`config.mk`:
```
export PLATFORM = sky130hd
export DESIGN_NAME = rcu_reset_controller
export DESIGN_NICKNAME = d
export VERILOG_FILES = /design/src/inc/rcu_pkg.sv /design/src/rtl/rcu_sync.sv /design/src/rtl/rcu_reset_controller.sv
export SDC_FILE = /design/constraint.sdc
export NUM_CORES = 1
export LEC_CHECK = 0
export ABC_AREA = 1
export BUFFER_PORTS_ARGS = -buffer_cell sky130_fd_sc_hd__buf_4
export CORE_MARGIN = 1.5
export CORE_UTILIZATION = 54
export DETAILED_ROUTE_END_ITERATION = 10
export PLACE_DENSITY = 0.74
export SLEW_MARGIN = 20
export SYNTH_ARGS = -nofsm -noshare
export SYNTH_HDL_FRONTEND = slang
export SYNTH_SLANG_ARGS = --single-unit
```
`constraint.sdc`:
```
create_clock -name clk_sys_in -period 0.87 [get_ports clk_sys_in]
set_input_delay 0.087 -clock clk_sys_in [delete_from_list [all_inputs] [get_ports clk_sys_in]]
set_output_delay 0.087 -clock clk_sys_in [all_outputs]
set_load 0.1 [all_outputs]
```
`src/inc/rcu_pkg.sv`:
```
`default_nettype none
// Shared constants and types of the reset controller
package rcu_pkg;
    // Number of reset-requesting on-chip sources
    localparam int unsigned SRC_N        = 5;
    // Bit positions of the system reset request sources
    localparam int unsigned SRC_SW_POS   = 0;
    localparam int unsigned SRC_PWR_POS  = 1;
    localparam int unsigned SRC_EVT_POS  = 2;
    localparam int unsigned SRC_TRG_POS  = 3;
    localparam int unsigned SRC_EMU_POS  = 4;
    // Number of functional units served
    localparam int unsigned UNIT_N       = 4;
    // Synchroniser depth for the external reset input
    localparam int unsigned SYNC_STAGES  = 2;
    // Time a system reset is held, in ns, and its count in cycles
    localparam int unsigned CLK_PERIOD_NS = 8;
    localparam int unsigned SYS_HOLD_NS  = 80;
    localparam int unsigned SYS_HOLD_CYC = (SYS_HOLD_NS + CLK_PERIOD_NS - 1) / CLK_PERIOD_NS;
    // Gap between releasing successive units, in cycles
    localparam int unsigned STAGGER_CYC  = 2;
    // Counter width
    localparam int unsigned CNT_W        = 8;
    // Reset value of the cause record
    localparam logic [SRC_N-1:0] CAUSE_RST = 5'h00;

    // Sequencer states, one-hot
    typedef enum logic [3:0] {
        RCU_HW_RESET  = 4'h1,
        RCU_SYS_HOLD  = 4'h2,
        RCU_RELEASE   = 4'h4,
        RCU_RUN       = 4'h8
    } rcu_state_t;
endpackage : rcu_pkg
`default_nettype wire

```
`src/rtl/rcu_sync.sv`:
```
`timescale 1ns/1ps
`default_nettype none
// Reset synchroniser: asserts at once, releases on a clean clock edge
module rcu_sync #(
    parameter int unsigned STAGES = 2
) (
    input  wire logic clk_sys_in,   // System clock
    input  wire logic resetn_in,    // Combined asynchronous reset, active low
    output logic      sync_rst_n_out // Synchronised reset, active low
);
    // Shift chain; only the last stage is read outside
    logic [STAGES-1:0] chain_r;
    logic [STAGES-1:0] chain_nxt;

    // Shift a one in from the bottom
    always_comb begin
        chain_nxt = {chain_r[STAGES-2:0], 1'h1};
    end

    // Chain clears asynchronously, fills synchronously
    always_ff @(posedge clk_sys_in or negedge resetn_in) begin
        if (!resetn_in) begin
            chain_r <= '0;
        end else begin
            chain_r <= chain_nxt;
        end
    end

    assign sync_rst_n_out = chain_r[STAGES-1];
endmodule : rcu_sync
`default_nettype wire

```
`src/rtl/rcu_reset_controller.sv`:
```
`timescale 1ns/1ps
`default_nettype none
module rcu_reset_controller
    import rcu_pkg::*;
#(
    parameter int unsigned UNITS   = rcu_pkg::UNIT_N,
    parameter int unsigned HOLD    = rcu_pkg::SYS_HOLD_CYC,
    parameter int unsigned STAGGER = rcu_pkg::STAGGER_CYC
) (
    input  wire logic                      clk_sys_in,          // System clock, 125 MHz
    input  wire logic                      resetn_in,           // Power-on reset, active low
    input  wire logic                      clk_en_in,           // Clock enable, freezes state when low
    input  wire logic                      hw_reset_in_n,       // External hardware reset, active low
    input  wire logic                      reset_ctl_reg_wr_in, // Software write of reset request
    input  wire logic                      power_mgmt_unit_in,  // Reset request from power management
    input  wire logic                      system_event_ctrl_in,// Reset request from event controller
    input  wire logic                      trigger_router_in,   // Reset request from trigger routing
    input  wire logic                      emulator_in,         // Reset request from emulator
    output logic [UNITS-1:0]               unit_rst_n_out,      // Per-unit resets, active low; bit 0 is core
    output logic                           sys_reset_out,       // High while a system reset is in force
    output logic [rcu_pkg::SRC_N-1:0]      reset_cause_out      // Sources of the last system reset
);
    import rcu_pkg::*;

    // Combined asynchronous reset and its synchronised form
    logic hw_rst_n;      // Raw combined hardware reset
    logic hw_sync_n;     // Hardware reset released on a clock edge

    // Hardware reset: power-on or external pin pulled low
    assign hw_rst_n = resetn_in & hw_reset_in_n;

    // Release of the hardware reset is synchronised
    rcu_sync #(
        .STAGES         (SYNC_STAGES)
    ) u_sync (
        .clk_sys_in     (clk_sys_in),
        .resetn_in      (hw_rst_n),
        .sync_rst_n_out (hw_sync_n)
    );

    // Request vector from all system reset sources
    logic [SRC_N-1:0] req;
    assign req[SRC_SW_POS]  = reset_ctl_reg_wr_in;
    assign req[SRC_PWR_POS] = power_mgmt_unit_in;
    assign req[SRC_EVT_POS] = system_event_ctrl_in;
    assign req[SRC_TRG_POS] = trigger_router_in;
    assign req[SRC_EMU_POS] = emulator_in;

    // Walk of a system reset: accept in RUN, hold for HOLD cycles,
    // then free one unit every STAGGER+1 cycles from the top bit down.
    // The counter is CNT_W bits wide, so HOLD and STAGGER must fit in it.
    // A hardware reset walks the same release path, without the hold.

    // Sequencer state and counters
    rcu_state_t        state_r;     // Sequencer state
    rcu_state_t        state_nxt;   // Next sequencer state
    logic [CNT_W-1:0]  cnt_r;       // Hold and stagger counter
    logic [CNT_W-1:0]  cnt_nxt;     // Next counter value
    logic [UNITS-1:0]  rel_r;       // Released units, one bit each, bit 0 core
    logic [UNITS-1:0]  rel_nxt;     // Next release mask
    logic [SRC_N-1:0]  cause_r;     // Cause record, kept over system reset
    logic [SRC_N-1:0]  cause_nxt;   // Next cause record
    logic              sysrst_r;    // System reset in force
    logic              sysrst_nxt;  // Next system reset flag

    // Events decoded once and shared by every group
    logic              in_hw;       // Leaving hardware reset
    logic              in_hold;     // System reset hold phase
    logic              in_rel;      // Staggered release phase
    logic              in_run;      // All units free, requests honoured
    logic              cnt_done;    // Counter has run out
    logic              take;        // A request is accepted this cycle
    logic              step;        // One more unit is freed this cycle
    logic              last_step;   // The core is freed this cycle

    // Phase and event decode
    always_comb begin
        in_hw     = (state_r == RCU_HW_RESET);
        in_hold   = (state_r == RCU_SYS_HOLD);
        in_rel    = (state_r == RCU_RELEASE);
        in_run    = (state_r == RCU_RUN);
        cnt_done  = (cnt_r == '0);
        // Requests outside RUN are ignored until the walk is over
        take      = in_run && (|req);
        // A unit is freed each time the stagger count runs out
        step      = in_rel && cnt_done;
        // The unit above the core is free, so the core goes next
        last_step = step && rel_r[1];
    end

    // Next state and counter of the sequencer
    always_comb begin
        state_nxt = state_r;
        cnt_nxt   = cnt_r;
        unique case (state_r)
            // Leave hardware reset once the synchronised release is seen
            RCU_HW_RESET: begin
                state_nxt = RCU_RELEASE;
                cnt_nxt   = CNT_W'(STAGGER);
            end
            // Count the hold time down, then start the release walk
            RCU_SYS_HOLD: begin
                if (cnt_done) begin
                    state_nxt = RCU_RELEASE;
                    cnt_nxt   = CNT_W'(STAGGER);
                end else begin
                    cnt_nxt   = cnt_r - CNT_W'(1);
                end
            end
            // Space the releases STAGGER+1 cycles apart
            RCU_RELEASE: begin
                if (cnt_done) begin
                    cnt_nxt = CNT_W'(STAGGER);
                    // Core freed last, the walk is over
                    if (last_step) begin
                        state_nxt = RCU_RUN;
                    end
                end else begin
                    cnt_nxt = cnt_r - CNT_W'(1);
                end
            end
            // Running: any request starts a system reset
            RCU_RUN: begin
                if (take) begin
                    state_nxt = RCU_SYS_HOLD;
                    cnt_nxt   = CNT_W'(HOLD - 1);
                end
            end
            // An illegal code falls back to a fresh release walk
            default: begin
                state_nxt = RCU_HW_RESET;
            end
        endcase
    end

    // State and counter registers; the synchronised hardware reset clears them
    always_ff @(posedge clk_sys_in or negedge hw_sync_n) begin
        if (!hw_sync_n) begin
            state_r <= RCU_HW_RESET;
            cnt_r   <= '0;
        end else if (clk_en_in) begin
            // Clock enable low freezes the sequencer
            state_r <= state_nxt;
            cnt_r   <= cnt_nxt;
        end
    end

    // Next release mask: cleared in reset, shifted down one unit per step
    always_comb begin
        rel_nxt = rel_r;
        if (in_hw || in_hold || take) begin
            // Every unit held in hardware reset, in the hold phase and on acceptance of a request
            rel_nxt = '0;
        end else if (step) begin
            // A one enters at the top; the core is reached last
            rel_nxt = {1'h1, rel_r[UNITS-1:1]};
        end
    end

    // Release mask register; units stay held through hardware reset
    always_ff @(posedge clk_sys_in or negedge hw_sync_n) begin
        if (!hw_sync_n) begin
            rel_r <= '0;
        end else if (clk_en_in) begin
            rel_r <= rel_nxt;
        end
    end

    // Next cause record: only an accepted request rewrites it
    always_comb begin
        cause_nxt = cause_r;
        if (take) begin
            // Every source high at acceptance is recorded together
            cause_nxt = req;
        end
    end

    // Cause record: a system reset leaves it alone, hardware reset clears it
    always_ff @(posedge clk_sys_in or negedge hw_sync_n) begin
        if (!hw_sync_n) begin
            cause_r <= CAUSE_RST;
        end else if (clk_en_in) begin
            cause_r <= cause_nxt;
        end
    end

    // Next system reset flag: set on acceptance, cleared as the core is freed
    always_comb begin
        sysrst_nxt = sysrst_r;
        if (in_hw || last_step) begin
            // No system reset after hardware reset or once the walk ends
            sysrst_nxt = 1'h0;
        end else if (take) begin
            sysrst_nxt = 1'h1;
        end
    end

    // System reset flag register
    always_ff @(posedge clk_sys_in or negedge hw_sync_n) begin
        if (!hw_sync_n) begin
            sysrst_r <= 1'h0;
        end else if (clk_en_in) begin
            sysrst_r <= sysrst_nxt;
        end
    end

    // Outputs straight from flip-flops
    assign unit_rst_n_out  = rel_r;
    assign sys_reset_out   = sysrst_r;
    assign reset_cause_out = cause_r;
endmodule : rcu_reset_controller
`default_nettype wire

```
==> out/summary.md <==
For the final hold violation count, the log shows 0. The synthesized area per cell is 7.62 um2, and the total CTS buffers is 3. The area share of the leading cell type in the synthesized netlist came out at 0.411.

The logs give 195 for the post-synthesis net count and 0 for the total DRC errors in the routed layout. The first routing iteration left 84 violations. Required time at the endpoint of the critical path: 1.10 ns. Fraction of layout cells with a size suffix above 1: 0.486. For the final database, setup skew stands at 0.00171 ns. The via density per instance was 5.88. The first global-routing pass estimated 5690 um of wire. The net count reported at finish was 259. The detailed router placed 1,629 vias in this run. After global routing the overflow that remains totals 0. The most frequently used flop master after synthesis is sky130_fd_sc_hd__dfrtp_1. The run gives 2370 um as the post-DP HPWL. The post-route fraction of the period consumed by the critical path was 1.79.

Input and output buffers added on the ports amount to 18. Setup repair after global routing could not meet its margin everywhere. The run gives 2 as the maximum root-to-sink buffer count.

The run gives 0.566 as the starting density of the core. Leaving out fill and tap cells, the most frequent cell in the layout is sky130_fd_sc_hd__nand2_1. The die is 53.9 um tall. Critical-path maximum fanout: 5. The total of max-cap violations was 0; the fraction of registers with async set/reset was 1.00. Ranked by total cell area, the synthesized netlist is headed by sky130_fd_sc_hd__dfrtp_1, sky130_fd_sc_hd__nand2_1, sky130_fd_sc_hd__inv_1. The analysis attributes to cell leakage a power of 1.14 nW.

The area of the core came out at 2480 um2. The tools report the number of max-slew violations in the final report as 0. The number of flip-flops and latches in the synthesized netlist was 24; the clock edge transition at the registers on the reported setup and hold paths was 0.14 ns. The post-layout minimum cycle time came out at 1.56 ns. The final reports fail on negative setup slack. The count of nets left with antenna violations once routing finished came out at 0.

The first detailed-routing pass took 4 iterations. The final-report setup violation count is 32, and the number of global-route vias before repair is 1,342. Including well taps, the total number of placed cells is 260. The worst setup path is launched from a flip-flop. The die is 53.9 um wide. The count of placed standard cells in the final layout, fillers left out was 277; the final routed wire length divided by cell count was 18.8 um. The overall die area came out at 2910 um2. For the clock net sink count, the log shows 24. The endpoint class of the critical path is a flip-flop. The tools report the initial antenna violation count as 0. The path class of the tightest hold or removal check is in -> reg. For the routability congestion estimate from global placement, the log shows 0.873.

The run gives 1.79 ns as the data arrival at the endpoint of the critical path. The power per standard cell area was 4350 nW/um2. The final wirelength was 5200 um. TritonCTS built the clock tree. Entering global routing, the biggest net connects 23 pins. Yosys printed 0 warnings. The run finished, with violations left. The synthesized netlist occupies a cell area of 1400 um2.

The number of flops mapped to enable cells by yosys is 0. The tools report the boundary pin count as 19. From synthesis to final layout, the design area changed by 57.0%. Clock root buffer master: sky130_fd_sc_hd__clkbuf_4. The count of H-tree levels built during CTS was 1. The library cells used most frequently in the layout, excluding fill and tap cells, are sky130_fd_sc_hd__nand2_1, sky130_fd_sc_hd__buf_4, sky130_fd_sc_hd__inv_1.

Synthesis handed over a netlist of 184 instances. The tightest hold path in the finished design has a slack of 0.0140 ns. The post-route setup TNS was -15.70 ns. Final setup slack of the worst path: -0.687 ns.

The biggest area contributor in the post-synthesis netlist is sky130_fd_sc_hd__dfrtp_1. The tools report the combined global-route utilization of all metal layers as 0.275. The worst-skew pair later-pin latency was 0.33 ns. The floorplan has 18 rows. For the part of the Yosys area used for sequential elements, the log shows 0.429. The highest clock rate was 642 MHz; the worst-case vdd ir drop was 0.00436 V. Antenna cell count: 0. The kind of critical path was reg -> reg. The number of different library cells used by synthesis comes to 28.
## flip-flops by register name, indices dropped and copies added, names as in the netlist
signal,cells
cnt_r,8
reset_cause_out,5
state_r,4
unit_rst_n_out,4
u_sync.chain_r,2
sys_reset_out,1
## per-stage QoR
stage          setup WS [ns]  area, um2  power (mW)   util
3_3_place_gp          -0.499       1840        7.15  0.743
2_1_floorplan         -0.441       1440        5.59      -
3_5_place_dp          -0.536       1840        7.28  0.743
6_report              -0.687       2200        9.58  0.888
4_1_cts               -0.537       2060        8.32  0.832
5_1_grt               -0.749       2200        10.1  0.888
## metal layers
| metal | part of all wire | vias up | GRT usage |
|---|---|---|---|
| met5 | 0 | - | 0 |
| met4 | 0.056 | 0 | 0.0983 |
| met3 | 0.080 | 36 | 0.0417 |
| met2 | 0.52 | 101 | 0.512 |
| met1 | 0.35 | 782 | 0.314 |
| li1 | - | 710 | - |
## final timing paths
kind | start | to | slack (ns) | depth (start not counted)
worst max register to register | state_r[1] | unit_rst_n_out[1] | -0.69 | 9
min in group asynchronous | resetn_in | u_sync.chain_r[0] | 0.15 | 4
worst min-delay path | clk_en_in | sys_reset_out | 0.01 | 2
worst min register to register | u_sync.chain_r[1] | state_r[3] | 0.23 | 1
worst max-delay path | state_r[1] | unit_rst_n_out[1] | -0.69 | 9
max in group asynchronous | hw_reset_in_n | u_sync.chain_r[1] | 0.07 | 5
## kinds of logic after synthesis
family / Yosys count / share of synthesized area
xor gates and xnor gates: 2 / 0.0125
buffers and inverters: 27 / 0.0839
AOI/OAI and AO/OA: 18 / 0.0821
other: 1 / 0.00268
DFF: 24 / 0.429
adders and majority gates: 2 / 0.0179
and+or+nand+nor: 110 / 0.371
## worst max-delay path: stages, from the launching register on
cell and delay [ns]:
sky130_fd_sc_hd__dfrtp_1 0.46, sky130_fd_sc_hd__inv_2 0.12, sky130_fd_sc_hd__nand2_4 0.08, sky130_fd_sc_hd__nor2_4 0.20, sky130_fd_sc_hd__buf_4 0.15, sky130_fd_sc_hd__nand2_1 0.06, sky130_fd_sc_hd__nand3b_1 0.11, sky130_fd_sc_hd__nand2_2 0.10
sky130_fd_sc_hd__nand2_1 0.10, sky130_fd_sc_hd__nand2_1 0.07
## final cells by class
cell class	instances	area [um2]
Multi-Input combinational cell	133	787
Tap cell	30	37.5
Sequential cell	24	614
Inverter	24	95.1
Clock buffer	4	26.3
Timing Repair Buffer	62	639
Fill cell	122	278
## power by group
group / leakage, nW / switching, mW / total, mW / internal, mW
sequential: 0.302 / 0.430 / 1.98 / 1.55
clock: 0.0150 / 0.373 / 0.553 / 0.180
combinational: 0.823 / 4.28 / 7.04 / 2.76
## cell usage after synthesis (all sizes together) (2+ instances only)
cell type,count
dfrtp,23
o21ai,13
nor2,20
buf,3
nand4,7
inv,24
nand3,14
nand2,67
o21bai,2
ha,2
xor2,2
## timing repair
| action | 4_1_cts | 5_1_grt |
|---|---|---|
| endpoints found under the setup margin | 32 | 32 |
| pin swaps | 1 | 15 |
| hold buffers | 3 | 0 |
| hold endpoints to repair | 3 | 0 |
| resized for setup | 31 | 23 |
| setup buffers | 6 | 2 |
| gates cloned | 0 | 2 |
Power figures use the tool's default switching activity.
